$ cat src/cbta_pkg.sv
/*
  Shared constants and types for the cell-balance timer and fault block.
  Assumes a 125 MHz system clock; all timing counts derive from its period.
*/
package cbta_pkg;

  // Channel counts and widths
  localparam int unsigned NUM_CH    = 6;
  localparam int unsigned RES_W     = 12;
  localparam int unsigned THR_W     = 8;
  localparam int unsigned TMR_W     = 5;
  localparam int unsigned ADDR_W    = 5;
  localparam int unsigned DATA_W    = 8;

  // Register addresses
  localparam logic [ADDR_W-1:0] ADDR_CONTROL_HI   = 5'h0d;
  localparam logic [ADDR_W-1:0] ADDR_OVER_VOLT    = 5'h0f;
  localparam logic [ADDR_W-1:0] ADDR_UNDER_VOLT   = 5'h10;
  localparam logic [ADDR_W-1:0] ADDR_OVER_TEMP    = 5'h11;
  localparam logic [ADDR_W-1:0] ADDR_UNDER_TEMP   = 5'h12;
  localparam logic [ADDR_W-1:0] ADDR_FAULT_CFG    = 5'h13;
  localparam logic [ADDR_W-1:0] ADDR_BAL_ENABLE   = 5'h14;
  localparam logic [ADDR_W-1:0] ADDR_BAL_TMR_1    = 5'h15;
  localparam logic [ADDR_W-1:0] ADDR_BAL_TMR_6    = 5'h1a;
  localparam logic [ADDR_W-1:0] ADDR_PWRDN_TMR    = 5'h1b;

  // Reset values
  localparam logic [DATA_W-1:0] RST_REG8          = 8'h00;
  localparam logic [TMR_W-1:0]  RST_TMR           = 5'h00;

  // Field positions
  localparam int unsigned CTRL_SW_PWRDN_BIT = 0;  // D8 sits in bit 0 of the upper control byte
  localparam int unsigned FCFG_ROLE_LSB     = 6;
  localparam int unsigned FCFG_FREQ_LSB     = 4;
  localparam int unsigned FCFG_VEXC_LSB     = 2;
  localparam int unsigned FCFG_TEXC_LSB     = 0;

  // Field encodings
  localparam logic [1:0] ROLE_NONE   = 2'h0;
  localparam logic [1:0] ROLE_STATIC = 2'h1;
  localparam logic [1:0] ROLE_SQUARE = 2'h2;
  localparam logic [1:0] ROLE_PASS   = 2'h3;
  localparam logic [1:0] FREQ_100HZ  = 2'h0;
  localparam logic [1:0] FREQ_1KHZ   = 2'h1;
  localparam logic [1:0] EXC_ONE     = 2'h1;
  localparam logic [1:0] EXC_TWO     = 2'h2;

  // Channels dropped by the exclusion codes (zero based)
  localparam int unsigned VEXC_FIRST = 4;  // cell_input_5
  localparam int unsigned VEXC_SECOND = 3; // cell_input_4
  localparam int unsigned TEXC_FIRST = 4;  // temperature_input_5
  localparam int unsigned TEXC_SECOND = 2; // temperature_input_3

  // Conversion result kinds
  localparam logic [1:0] KIND_VOLT     = 2'h0;
  localparam logic [1:0] KIND_TEMP     = 2'h1;
  localparam logic [1:0] KIND_SELFTEST = 2'h2;

  // Timer limits in minutes
  localparam logic [TMR_W-1:0] BAL_MAX_MIN   = 5'h1e;
  localparam logic [TMR_W-1:0] PWRDN_MAX_MIN = 5'h1f;

  // Timing, in ns, and the derived cycle counts
  localparam longint unsigned CLK_PERIOD_NS  = 64'd8;
  localparam longint unsigned MINUTE_NS      = 64'd60_000_000_000;
  localparam longint unsigned SQ100_HALF_NS  = 64'd5_000_000;
  localparam longint unsigned SQ1K_HALF_NS   = 64'd500_000;
  localparam longint unsigned MINUTE_CYCLES  = MINUTE_NS / CLK_PERIOD_NS;
  localparam longint unsigned SQ100_HALF_CYC = SQ100_HALF_NS / CLK_PERIOD_NS;
  localparam longint unsigned SQ1K_HALF_CYC  = SQ1K_HALF_NS / CLK_PERIOD_NS;

  // Power sequencing states
  typedef enum logic [1:0] {PWR_ACTIVE, PWR_DELAY, PWR_DOWN} cbta_pwr_state_t;

  // Register access request, one cycle per access
  typedef struct packed {
    logic              wr;
    logic              rd;
    logic [ADDR_W-1:0] addr;
    logic [DATA_W-1:0] wdata;
  } cbta_reg_req_t;

  // One conversion result, valid for one cycle
  typedef struct packed {
    logic             valid;
    logic [1:0]       kind;
    logic [2:0]       idx;
    logic [RES_W-1:0] data;
  } cbta_conv_t;

endpackage : cbta_pkg

$ cat src/cbta_cell_balance_fault.sv
/*
  Cell-balance on-time timers, power-down delay and fault output logic.
  Assumes register accesses and conversion results arrive synchronous to
  sys_clk_in, already decoded from the serial link by the surrounding device.
*/
// Functional notes
// - Six balance timers, one per output
// - Timer range 0 to 30 minutes
// - Expiry turns all six outputs off
// - Balance timers reset to zero
// - Zero delay: trigger powers down immediately
// - Nonzero delay: outputs hold until elapsed
// - Compare each conversion against thresholds unless powered down
// - Four threshold registers, flag out-of-range results
// - Static mode: high idle, low on fault
// - Square mode at 100Hz or 1kHz
// - Chain: forward upstream or pull low
// - Master presents chain fault to host; here the chain only feeds fault_out
// - Config bits 7:6 select output role
// - Config bits 3:2 drop voltage channels
// - Config bits 1:0 drop temperature channels
// - Self-test result checked against both voltage thresholds
// - Power-down delay 0 to 31 minutes
// - Balance-enable register, zero after reset
`timescale 1ns/1ps
module cbta_cell_balance_fault #(
  parameter longint unsigned MINUTE_CYC = cbta_pkg::MINUTE_CYCLES,
  parameter longint unsigned SQ100_CYC  = cbta_pkg::SQ100_HALF_CYC,
  parameter longint unsigned SQ1K_CYC   = cbta_pkg::SQ1K_HALF_CYC
) (
  input  wire logic                                sys_clk_in,
  input  wire logic                                reset_n_in,
  input  wire cbta_pkg::cbta_reg_req_t             reg_req_in,
  output logic [cbta_pkg::DATA_W-1:0]              reg_rdata_out,
  input  wire cbta_pkg::cbta_conv_t                conv_in,
  input  wire logic                                powerdown_pin_n_in,
  input  wire logic                                fault_chain_in,
  output logic [cbta_pkg::NUM_CH-1:0]              balancing_gate_output_out,
  output logic                                     fault_out,
  output logic                                     fault_detected_out,
  output logic                                     powered_down_out
);
  import cbta_pkg::*;

  localparam logic [35:0] MIN_LAST   = 36'(MINUTE_CYC - 64'd1);
  localparam logic [19:0] SQ100_LAST = 20'(SQ100_CYC - 64'd1);
  localparam logic [19:0] SQ1K_LAST  = 20'(SQ1K_CYC - 64'd1);

  // Saturate a written minute count at the timer's limit
  function automatic logic [TMR_W-1:0] clamp_min(input logic [DATA_W-1:0] v,
                                                 input logic [TMR_W-1:0]  lim);
    clamp_min = (v > {3'h0, lim}) ? lim : v[TMR_W-1:0];
  endfunction : clamp_min

  // Result outside [lo, hi]; thresholds compare with the top eight result bits
  function automatic logic out_of_range(input logic [RES_W-1:0] d,
                                        input logic [THR_W-1:0] hi,
                                        input logic [THR_W-1:0] lo);
    out_of_range = (d[RES_W-1 -: THR_W] > hi) || (d[RES_W-1 -: THR_W] < lo);
  endfunction : out_of_range

  // Registers
  logic [DATA_W-1:0]  ctrl_hi_r, ov_thr_r, uv_thr_r, ot_thr_r, ut_thr_r, fcfg_r;
  logic [NUM_CH-1:0]  bal_en_r;
  logic [TMR_W-1:0]   bal_tmr_r [NUM_CH];
  logic [TMR_W-1:0]   bal_rem_r [NUM_CH];
  logic [TMR_W-1:0]   pwrdn_tmr_r, pwrdn_rem_r;
  logic [35:0]        min_cnt_r;
  logic [19:0]        sq_cnt_r;
  logic               sq_phase_r;
  logic               pin_prev_r;
  logic [NUM_CH-1:0]  viol_v_r, viol_t_r;
  logic               viol_st_r;
  cbta_pwr_state_t    pwr_state_r, pwr_state_nxt;
  logic [DATA_W-1:0]  rdata_nxt;
  logic               fault_out_nxt;

  // Access decode
  wire                wr_ctrl   = reg_req_in.wr && (reg_req_in.addr == ADDR_CONTROL_HI);
  wire                wr_bal    = reg_req_in.wr && (reg_req_in.addr == ADDR_BAL_ENABLE);
  wire                wr_pdt    = reg_req_in.wr && (reg_req_in.addr == ADDR_PWRDN_TMR);
  wire                in_btmr   = (reg_req_in.addr >= ADDR_BAL_TMR_1) &&
                                  (reg_req_in.addr <= ADDR_BAL_TMR_6);
  wire [2:0]          btmr_idx  = 3'(reg_req_in.addr - ADDR_BAL_TMR_1);
  wire                wr_btmr   = reg_req_in.wr && in_btmr;

  // Minute tick shared by every timer
  wire                tick      = (min_cnt_r == MIN_LAST);

  // Power-down triggers: pin falling edge or software bit written as one
  wire                pin_fall  = pin_prev_r && !powerdown_pin_n_in;
  wire                pin_rise  = !pin_prev_r && powerdown_pin_n_in;
  wire                pd_trig   = pin_fall || (wr_ctrl && reg_req_in.wdata[CTRL_SW_PWRDN_BIT]);
  wire                pd_wake   = pin_rise || (wr_ctrl && !reg_req_in.wdata[CTRL_SW_PWRDN_BIT]);
  wire                is_down   = (pwr_state_r == PWR_DOWN);
  wire                go_down   = (pwr_state_nxt == PWR_DOWN) && !is_down;

  // Balance expiry: any programmed timer of an enabled output running out ends all balancing
  logic [NUM_CH-1:0]  bal_expire;
  always_comb
  begin
    for (int i = 0; i < NUM_CH; i++)
    begin
      bal_expire[i] = tick && bal_en_r[i] && (bal_tmr_r[i] != RST_TMR) &&
                      (bal_rem_r[i] == 5'h01);
    end
  end
  wire                bal_stop  = (|bal_expire) || go_down;

  // Channel exclusion masks
  wire [1:0]          vexc      = fcfg_r[FCFG_VEXC_LSB +: 2];
  wire [1:0]          texc      = fcfg_r[FCFG_TEXC_LSB +: 2];
  logic [NUM_CH-1:0]  vmask, tmask;
  always_comb
  begin
    vmask = '1;
    tmask = '1;
    if ((vexc == EXC_ONE) || (vexc == EXC_TWO))
    begin
      vmask[VEXC_FIRST] = 1'b0;
    end
    if (vexc == EXC_TWO)
    begin
      vmask[VEXC_SECOND] = 1'b0;
    end
    if ((texc == EXC_ONE) || (texc == EXC_TWO))
    begin
      tmask[TEXC_FIRST] = 1'b0;
    end
    if (texc == EXC_TWO)
    begin
      tmask[TEXC_SECOND] = 1'b0;
    end
  end

  // Conversion compare; results are dropped while powered down
  wire                conv_ok   = conv_in.valid && !is_down && (conv_in.idx < 3'(NUM_CH));
  wire                v_bad     = out_of_range(conv_in.data, ov_thr_r, uv_thr_r);
  wire                t_bad     = out_of_range(conv_in.data, ot_thr_r, ut_thr_r);
  wire                fault_now = (|(viol_v_r & vmask)) || (|(viol_t_r & tmask)) || viol_st_r;

  // Output role and square-wave pacing
  wire [1:0]          role      = fcfg_r[FCFG_ROLE_LSB +: 2];
  wire [1:0]          freq      = fcfg_r[FCFG_FREQ_LSB +: 2];
  wire                freq_ok   = (freq == FREQ_100HZ) || (freq == FREQ_1KHZ);
  wire [19:0]         sq_last   = (freq == FREQ_1KHZ) ? SQ1K_LAST : SQ100_LAST;
  // Wrap at or past the limit, so a rate change mid-count never runs the counter long
  wire                sq_wrap   = (sq_cnt_r >= sq_last);

  // Output role select; reserved frequency codes leave the line low
  always_comb
  begin
    case (role)
      ROLE_STATIC: fault_out_nxt = !fault_now;
      ROLE_SQUARE: fault_out_nxt = freq_ok && !fault_now && sq_phase_r;
      ROLE_PASS:   fault_out_nxt = fault_chain_in && !fault_now;
      default:     fault_out_nxt = 1'b0;
    endcase
  end

  // Power sequencing
  always_comb
  begin
    pwr_state_nxt = pwr_state_r;
    case (pwr_state_r)
      PWR_ACTIVE:
      begin
        if (pd_trig)
        begin
          pwr_state_nxt = (pwrdn_tmr_r == RST_TMR) ? PWR_DOWN : PWR_DELAY;
        end
      end
      PWR_DELAY:
      begin
        if (pd_wake)
        begin
          pwr_state_nxt = PWR_ACTIVE;
        end
        else if (tick && (pwrdn_rem_r == 5'h01))
        begin
          pwr_state_nxt = PWR_DOWN;
        end
      end
      PWR_DOWN:
      begin
        if (pd_wake)
        begin
          pwr_state_nxt = PWR_ACTIVE;
        end
      end
      default: pwr_state_nxt = PWR_ACTIVE;
    endcase
  end

  // Read mux, registered on a read strobe
  always_comb
  begin
    rdata_nxt = reg_rdata_out;
    if (reg_req_in.rd)
    begin
      case (reg_req_in.addr)
        ADDR_CONTROL_HI: rdata_nxt = ctrl_hi_r;
        ADDR_OVER_VOLT:  rdata_nxt = ov_thr_r;
        ADDR_UNDER_VOLT: rdata_nxt = uv_thr_r;
        ADDR_OVER_TEMP:  rdata_nxt = ot_thr_r;
        ADDR_UNDER_TEMP: rdata_nxt = ut_thr_r;
        ADDR_FAULT_CFG:  rdata_nxt = fcfg_r;
        ADDR_BAL_ENABLE: rdata_nxt = {2'h0, bal_en_r};
        ADDR_PWRDN_TMR:  rdata_nxt = {3'h0, pwrdn_tmr_r};
        default:         rdata_nxt = in_btmr ? {3'h0, bal_tmr_r[btmr_idx]} : RST_REG8;
      endcase
    end
  end

  // Configuration registers
  always_ff @(posedge sys_clk_in or negedge reset_n_in)
  begin
    if (!reset_n_in)
    begin
      ctrl_hi_r   <= RST_REG8;
      ov_thr_r    <= RST_REG8;
      uv_thr_r    <= RST_REG8;
      ot_thr_r    <= RST_REG8;
      ut_thr_r    <= RST_REG8;
      fcfg_r      <= RST_REG8;
      pwrdn_tmr_r <= RST_TMR;
    end
    else if (reg_req_in.wr)
    begin
      case (reg_req_in.addr)
        ADDR_CONTROL_HI: ctrl_hi_r   <= reg_req_in.wdata;
        ADDR_OVER_VOLT:  ov_thr_r    <= reg_req_in.wdata;
        ADDR_UNDER_VOLT: uv_thr_r    <= reg_req_in.wdata;
        ADDR_OVER_TEMP:  ot_thr_r    <= reg_req_in.wdata;
        ADDR_UNDER_TEMP: ut_thr_r    <= reg_req_in.wdata;
        ADDR_FAULT_CFG:  fcfg_r      <= reg_req_in.wdata;
        ADDR_PWRDN_TMR:  pwrdn_tmr_r <= clamp_min(reg_req_in.wdata, PWRDN_MAX_MIN);
        default:         ;
      endcase
    end
  end

  // Balance timers and their running remainders
  always_ff @(posedge sys_clk_in or negedge reset_n_in)
  begin
    if (!reset_n_in)
    begin
      for (int i = 0; i < NUM_CH; i++)
      begin
        bal_tmr_r[i] <= RST_TMR;
        bal_rem_r[i] <= RST_TMR;
      end
    end
    else
    begin
      for (int i = 0; i < NUM_CH; i++)
      begin
        if (wr_btmr && (btmr_idx == 3'(i)))
        begin
          bal_tmr_r[i] <= clamp_min(reg_req_in.wdata, BAL_MAX_MIN);
        end
        if (wr_bal && !is_down)
        begin
          bal_rem_r[i] <= bal_tmr_r[i];
        end
        else if (tick && (bal_rem_r[i] != RST_TMR))
        begin
          bal_rem_r[i] <= bal_rem_r[i] - 5'h01;
        end
      end
    end
  end

  // Balance enables; stopping wins over a write in the same cycle for safety
  always_ff @(posedge sys_clk_in or negedge reset_n_in)
  begin
    if (!reset_n_in)
    begin
      bal_en_r <= '0;
    end
    else if (bal_stop)
    begin
      bal_en_r <= '0;
    end
    else if (wr_bal && !is_down)
    begin
      bal_en_r <= reg_req_in.wdata[NUM_CH-1:0];
    end
  end

  // Power state, delay countdown, minute prescaler
  always_ff @(posedge sys_clk_in or negedge reset_n_in)
  begin
    if (!reset_n_in)
    begin
      pwr_state_r <= PWR_ACTIVE;
      pwrdn_rem_r <= RST_TMR;
      pin_prev_r  <= 1'b1;
      min_cnt_r   <= '0;
    end
    else
    begin
      pwr_state_r <= pwr_state_nxt;
      pin_prev_r  <= powerdown_pin_n_in;
      min_cnt_r   <= tick ? '0 : min_cnt_r + 36'h1;
      if ((pwr_state_r == PWR_ACTIVE) && pd_trig)
      begin
        pwrdn_rem_r <= pwrdn_tmr_r;
      end
      else if (tick && (pwrdn_rem_r != RST_TMR))
      begin
        pwrdn_rem_r <= pwrdn_rem_r - 5'h01;
      end
    end
  end

  // Per-channel violation memory, refreshed by each new result
  always_ff @(posedge sys_clk_in or negedge reset_n_in)
  begin
    if (!reset_n_in)
    begin
      viol_v_r  <= '0;
      viol_t_r  <= '0;
      viol_st_r <= 1'b0;
    end
    else if (conv_ok)
    begin
      case (conv_in.kind)
        KIND_VOLT:     viol_v_r[conv_in.idx] <= v_bad;
        KIND_TEMP:     viol_t_r[conv_in.idx] <= t_bad;
        KIND_SELFTEST: viol_st_r             <= v_bad;
        default:       ;
      endcase
    end
  end

  // Square-wave generator and registered outputs
  always_ff @(posedge sys_clk_in or negedge reset_n_in)
  begin
    if (!reset_n_in)
    begin
      sq_cnt_r           <= '0;
      sq_phase_r         <= 1'b0;
      fault_out          <= 1'b0;
      fault_detected_out <= 1'b0;
      powered_down_out   <= 1'b0;
      reg_rdata_out      <= RST_REG8;
    end
    else
    begin
      sq_cnt_r           <= (sq_wrap || (role != ROLE_SQUARE)) ? '0 : sq_cnt_r + 20'h1;
      sq_phase_r         <= (role != ROLE_SQUARE) ? 1'b0 : (sq_phase_r ^ sq_wrap);
      fault_out          <= fault_out_nxt;
      fault_detected_out <= fault_now;
      powered_down_out   <= (pwr_state_nxt == PWR_DOWN);
      reg_rdata_out      <= rdata_nxt;
    end
  end

  assign balancing_gate_output_out = bal_en_r;

endmodule : cbta_cell_balance_fault

$ cat config.mk
export PLATFORM = sky130hd
export DESIGN_NAME = cbta_cell_balance_fault
export DESIGN_NICKNAME = d
export VERILOG_FILES = /design/src/cbta_pkg.sv /design/src/cbta_cell_balance_fault.sv
export SDC_FILE = /design/constraint.sdc
export NUM_CORES = 1
export LEC_CHECK = 0
export ABC_AREA = 1
export BUFFER_PORTS_ARGS = -buffer_cell sky130_fd_sc_hd__buf_2
export CORE_MARGIN = 3
export CORE_UTILIZATION = 40
export CTS_BUF_LIST = sky130_fd_sc_hd__clkbuf_4
export DETAILED_ROUTE_END_ITERATION = 10
export PLACE_DENSITY = 0.6
export SYNTH_ARGS = -nofsm -noshare
export SYNTH_HDL_FRONTEND = slang
export SYNTH_SLANG_ARGS = --single-unit
$ cat constraint.sdc
create_clock -name sys_clk_in -period 5.6 [get_ports sys_clk_in]
set_input_delay 1.12 -clock sys_clk_in [delete_from_list [all_inputs] [get_ports sys_clk_in]]
set_output_delay 1.12 -clock sys_clk_in [all_outputs]
set_load 0.01 [all_outputs]
### Word-level counts from Yosys, hierarchy flattened

Index checks and enable logic that the tools add are counted.

* input port bits: 37
* bits in registers: 208
* logic and storage cells: 241
* output and inout port bits: 17

* reduce and logical (&&, ||, !) cells: 104
* mux-type cells: 42
* magnitude comparators: 13
* equality and inequality tests: 35
* bitwise logic cells: 4
* $add $sub $neg: 10

Operators with widths (count)
* 5-bit 2-to-1 mux: 19
* 5-bit nonzero test: 13
* 8-bit one-hot mux with 8 select lines: 1
* 1-bit logical AND: 49
* 20-bit 2-to-1 mux: 2
* 36-bit by 1-bit adder with 36-bit output, second input constant: 1
* 36-bit by 33-bit == test with 1-bit output, second input constant: 1
* 36-bit 2-to-1 mux: 1
* 5-bit by 1-bit == test with 1-bit output, second input constant: 7
* 5-bit by 1-bit subtractor with 5-bit output, second input constant: 7
* 5-bit == test, second input constant: 6
* 20-bit by 1-bit adder with 20-bit output, second input constant: 1
* 20-bit greater-or-equal comparator: 1
* 2-bit AND reduction: 10
* 6-bit OR reduction: 3
* 8-bit by 5-bit > comparator with 1-bit output, second input constant: 2
* 8-bit > comparator: 2
* 8-bit < comparator: 2
* 2-bit nonzero test: 8
* 5-bit binary-select mux with 3-bit select: 1
* 2-bit == test, second input constant: 7
* 6-bit AND: 2
* 6-bit bitwise mux: 2
* 2-bit by 1-bit == test with 1-bit output, second input constant: 6
* 25 further kinds: 54

### Depth between registers and ports, before layout

* word-level depth: 11
* mapped depth: 14
* gate-level depth less buffers: 13

### Worst setup path before layout

No wires, ideal clock.

* path type: input to register
* start: input reg_req_in[8] in the netlist's numbering
* end: register bal_rem_r[9] in the netlist's numbering
* data arrival time: 2899 ps
* buffers on the path: 3
* library setup time: 128 ps
* cell stages on the path: 14
* setup slack: 2573 ps
* data required time: 5472 ps
* path through: clkbuf_2 > inv_2 > clkbuf_1 > ha_1 > nand2_1 > inv_1 > nand2_2 > nor3_4 > inv_4 > buf_2 > nand2_1 > nand2_1 > nand2_1 > o21ai_0

* word-level cells in the longest chain between the ends: 4
* elaborated cells on any way between the ends: 5
* classes of those cells: eq/ne (1); mux (1); reduce/logical (3)

Ends and longest elaborated chain
* start: declaration: line cbta_cell_balance_fault.sv:33 `input wire cbta_pkg::cbta_reg_req_t reg_req_in,`
* 5-bit == test (*): line cbta_cell_balance_fault.sv:80 `wire wr_bal = reg_req_in.wr && (reg_req_in.addr == ADDR_BAL_ENABLE);`
* 1-bit logical AND (*): line cbta_cell_balance_fault.sv:80
* 1-bit logical AND (*): line cbta_cell_balance_fault.sv:262 `if (wr_bal && !is_down)`
* 5-bit 2-to-1 mux / 2-bit nonzero test (equally long branches)
* end signal: indexed assignment: line cbta_cell_balance_fault.sv:264 `bal_rem_r[i] <= bal_tmr_r[i];`
* end signal: indexed assignment: line cbta_cell_balance_fault.sv:268 `bal_rem_r[i] <= bal_rem_r[i] - 5'h01;`
* end: declaration: line cbta_cell_balance_fault.sv:66 `logic [TMR_W-1:0] bal_rem_r [NUM_CH];`

Mark *: on every way between the ends. The rest lies on a longest branch, timed or not.
A chain may end at the register's enable or synchronous reset.

### Final worst setup path

* start: register fcfg_r[5]
* end: register sq_cnt_r[4]

* word-level cells in the longest chain between the ends: 5

Ends and longest elaborated chain
* start: declaration: line cbta_cell_balance_fault.sv:63 `logic [DATA_W-1:0] ctrl_hi_r, ov_thr_r, uv_thr_r, ot_thr_r, ut_thr_r, fcfg_r;`
* start signal: assignment: line cbta_cell_balance_fault.sv:236 `ADDR_FAULT_CFG: fcfg_r <= reg_req_in.wdata;`
* 2-bit by 1-bit == test with 1-bit output: line cbta_cell_balance_fault.sv:146 `wire [19:0] sq_last = (freq == FREQ_1KHZ) ? SQ1K_LAST : SQ100_LAST;`
* 20-bit 2-to-1 mux: line cbta_cell_balance_fault.sv:146
* 20-bit greater-or-equal comparator: line cbta_cell_balance_fault.sv:148 `wire sq_wrap = (sq_cnt_r >= sq_last);`
* 1-bit logical OR: line cbta_cell_balance_fault.sv:351 `sq_cnt_r <= (sq_wrap || (role != ROLE_SQUARE)) ? '0 : sq_cnt_r + 20'h1;`
* 20-bit 2-to-1 mux: line cbta_cell_balance_fault.sv:351
* end signal: assignment: line cbta_cell_balance_fault.sv:351
* end: declaration: line cbta_cell_balance_fault.sv:69 `logic [19:0] sq_cnt_r;`

No other way between the ends.

==> flow_metrics.env <==
export IMPL_status="complete, no violations"
export IMPL_reg2reg_slack_ns=2.57
export IMPL_cts_setup_buffers=0
export IMPL_worstReg2RegEnd="sq_cnt_r[4]$_DFF_PN0_"
export IMPL_holdBufCountCts=0
export IMPL_synth_distinct_cells=44
export IMPL_p_int_mw=2.76
export IMPL_post_place_ws_ns=1.97
export IMPL_grt_usage_pct=19.3
export IMPL_grt_max_degree=116
export IMPL_cts_root_buffer="clkbuf_4"
export IMPL_wire_per_inst_um=14.5
export IMPL_ir_drop_uv=139
export IMPL_htreeDepth=2
export IMPL_antenna_left=0
export IMPL_power_density_mw_per_mm2=302
export IMPL_drv_cap=0
export IMPL_clkSlewWorstSetupHoldPaths_ns=0.07
export IMPL_path_common_cell="inv_1"
export IMPL_skew_ns=0.0480
export IMPL_mappedNetlistArea_mm2=0.0124
export IMPL_report_final_slew_viol_count=0
export IMPL_die_w_um=182
export IMPL_power_switching_mw=1.41
export IMPL_pwr_share_clk_pct=33.4
export IMPL_hold_path_class="in2async"
export IMPL_drc=0
export IMPL_firstDrtPassIters=5
export IMPL_clk_latency_ns=0.74
export IMPL_period_share_pct=54.2
export IMPL_core_mm2=0.0300
export IMPL_synth_seq_area_share_pct=42.1
export IMPL_worst_path_buf_inv=2
export IMPL_vias_per_cell=4.99
export IMPL_cts_buffers_inserted=60
export IMPL_min_period_ns=3.03
export IMPL_fin_setup_tns_ns=0
export IMPL_ctsResizeCount=0
export IMPL_finish_instance_area_mm2=0.0138
export IMPL_grt_ovfl_total=0
export IMPL_setup_viol=0
export IMPL_cp_required_ns=6.20
export IMPL_grt_pass1_wl_um=52400
export IMPL_crit_type="reg2reg"
export IMPL_critPathTopFamily="simple AND/OR/NAND/NOR gates"
export IMPL_max_freq_mhz=330
export IMPL_post_dp_cell_area_mm2=0.0130
export IMPL_syn_avg_cell_area_um2=7.41
export IMPL_num_vias=11000
export IMPL_cp_start_kind="flop"
export IMPL_area_growth_pct=11.4
export IMPL_worst_setup_path_end_kind="flop"
export IMPL_synthCells=1670
export IMPL_nFillCells=3076
export IMPL_gp_congestion=0.878
export IMPL_dp_hpwl_um=23400
export IMPL_synth_nets=1779
export IMPL_layout_setup_ws_ns=2.57
export IMPL_io_pins=54
export IMPL_first_iter_violations=777
export IMPL_seqPwrFrac_pct=45.6
export IMPL_num_rows=63
export IMPL_cts_sinks=208
export IMPL_worstMarginPinSlew_ns=0.902
export IMPL_synth_seq_cells=208
export IMPL_cp_data_arrival_time_ns=3.63
export IMPL_rsz0062_at_grt="false"
export IMPL_layout_nets=1870
export IMPL_clockBufferDepth=3
export IMPL_ys_warnings_count=0
export IMPL_antenna_found_initial=1
export IMPL_finalHoldViolCount=0
export IMPL_relSlewSlack_pct=39.7
export IMPL_path_max_fanout=20
export IMPL_fp_dieH_um=182
export IMPL_rr_worst_depth=9
export IMPL_first_global_vias=10300
export IMPL_reg2reg_from="fcfg_r[5]$_DFFE_PN0P_"
export IMPL_die_area_mm2=0.0331
export IMPL_slowest_stage="nand4_1"
export IMPL_total_leakage_power_nw=6.76
export IMPL_drive_gt1_share_pct=9.73
export IMPL_p_sw_share_pct=33.8
export IMPL_crit_chain="inv_1, nand2_1, inv_1, ha_1, a21oi_1, o21ai_0, nor2_1, nand4_1, nor3_1"
export IMPL_start_util_pct=41.2
export IMPL_combPwrFrac_pct=21.0
export IMPL_wirelength_um=32000
export IMPL_cts_tree="built"
export IMPL_port_buffers=49
export IMPL_cp_slowest_stage_delay_ns=0.75
-- layout make-up --
| type | instances | area [µm²] | share of cell area [%] |
|---|---|---|---|
| Sequential cell | 208 | 5210 | 37.8 |
| Clock buffer | 87 | 653 | 4.74 |
| Antenna cell | 1 | 2.50 | 0.0182 |
| Clock inverter | 22 | 91.3 | 0.663 |
| Timing Repair Buffer | 52 | 290 | 2.11 |
| Multi-Input combinational cell | 1212 | 6200 | 45.0 |
| Inverter | 227 | 855 | 6.20 |
| Tap cell | 390 | 488 | 3.54 |
-- worst reg2reg max path, stage by stage (launching register included) --
cell and delay (ns):
dfrtp_1 0.37, inv_1 0.11, nand2_1 0.20, inv_1 0.28, ha_1 0.32, a21oi_1 0.15, o21ai_0 0.12, nor2_1 0.23
nand4_1 0.75, nor3_1 0.38
-- placed cells by master, fill, tap and decap left out, types with 3 or more instances in the layout --
master,netlist,layout
nor2_2,4,4
or2_2,6,6
nand3b_1,3,3
nand2_1,477,477
o21ai_1,16,16
inv_2,3,3
o21ai_0,164,164
nand2_2,7,7
nand4_1,35,35
o22ai_1,8,8
nor3_1,32,32
nor2_4,3,3
ha_1,72,72
buf_2,6,48
a21oi_1,34,34
nor2_1,182,182
dfrtp_1,207,207
nor4_1,4,4
clkbuf_4,0,87
xor2_1,45,45
xnor2_1,13,13
nand3_1,86,86
inv_1,221,221
nand3_2,4,4
clkinv_1,2,21
-- sequential cells by signal, indices dropped and copies added, names as in the netlist, 6 cells and up --
name,cells
ov_thr_r,8
fcfg_r,8
ctrl_hi_r,8
reg_rdata_out,8
sq_cnt_r,20
bal_tmr_r,30
viol_v_r,6
ut_thr_r,8
bal_rem_r,30
uv_thr_r,8
ot_thr_r,8
balancing_gate_output_out,6
viol_t_r,6
min_cnt_r,36
-- stage by stage --
| step | instances | util (%) | total power, mW | hold slack (ns) |
|---|---|---|---|---|
| 2_1_floorplan | 1670 | - | 2.50 | 0.433 |
| 3_3_place_gp | 2089 | 43.4 | 2.78 | 0.452 |
| 3_5_place_dp | 2089 | 43.4 | 2.81 | 0.452 |
| 4_1_cts | 2198 | 45.9 | 4.23 | 0.390 |
| 5_1_grt | 2199 | 45.9 | 4.48 | 0.415 |
| 6_report | 2199 | 45.9 | 4.17 | 0.383 |
-- how the worst max path moves through the flow --
stage / from / end / slack [ns] / cells after the start
6_report: fcfg_r[5]$_DFFE_PN0P_ / sq_cnt_r[4]$_DFF_PN0_ / 2.57 / 9
4_1_cts: fcfg_r[5]$_DFFE_PN0P_ / sq_cnt_r[4]$_DFF_PN0_ / 2.59 / 9
5_1_grt: fcfg_r[5]$_DFFE_PN0P_ / sq_cnt_r[4]$_DFF_PN0_ / 2.31 / 9
3_3_place_gp: reg_req_in[8] / bal_rem_r[12]$_DFFE_PN0P_ / 1.99 / 13
3_5_place_dp: reg_req_in[8] / bal_rem_r[18]$_DFFE_PN0P_ / 1.97 / 13
2_1_floorplan: reg_req_in[8] / bal_rem_r[9]$_DFFE_PN0P_ / 2.57 / 14
-- per-layer routing --
| layer | track usage [%] | vias to the layer above | wire length, µm |
|---|---|---|---|
| met5 | 0 | - | 0 |
| met4 | 6.06 | 0 | 718 |
| met3 | 3.45 | 58 | 1670 |
| met2 | 29.9 | 243 | 14200 |
| met1 | 27.5 | 5096 | 15400 |
| li1 | - | 5570 | - |
-- power by group through the flow --
stage	clock (mW)	sequential [mW]	combinational (mW)
6_report	1.39	1.90	0.875
3_3_place_gp	0	1.92	0.854
3_5_place_dp	0	1.93	0.880
4_1_cts	1.45	1.90	0.884
5_1_grt	1.53	1.93	1.02
2_1_floorplan	0	1.87	0.630
-- cells by family (layout without fill, tap and decap cells) --
logic type | count (synthesis) | in the layout | share of synthesized area, %
and+or+nand+nor | 846 | 846 | 28.7
other | 0 | 1 | 0
adders and majority gates | 72 | 72 | 7.28
AOI/OAI and AO/OA | 236 | 236 | 10.1
DFF | 208 | 208 | 42.1
buffers and inverters | 250 | 388 | 7.81
xor gates and xnor gates | 58 | 58 | 4.11
-- cell usage after synthesis (all sizes together) --
master | count | area (µm²)
o31ai | 2 | 15.0
or2 | 6 | 37.5
o21a | 1 | 7.51
a211oi | 1 | 7.51
nor3 | 33 | 176
nand4 | 35 | 219
o21bai | 2 | 15.0
a21oi | 35 | 179
nand3 | 90 | 470
clkbuf | 14 | 55.1
dfrtp | 207 | 5180
nand2 | 485 | 1850
xor2 | 45 | 394
o221ai | 1 | 8.76
xnor2 | 13 | 114
clkinv | 2 | 7.51
inv | 225 | 847
nor4 | 4 | 25.0
o22ai | 9 | 70.1
a21boi | 1 | 7.51
a31o | 1 | 8.76
o2111ai | 1 | 8.76
o211ai | 2 | 15.0
nand3b | 3 | 22.5
nor3b | 1 | 7.51
dfstp | 1 | 26.3
nor2 | 189 | 742
buf | 9 | 56.3
o21ai | 180 | 901
ha | 72 | 901
No activity file was read; power rests on OpenSTA's default activity.
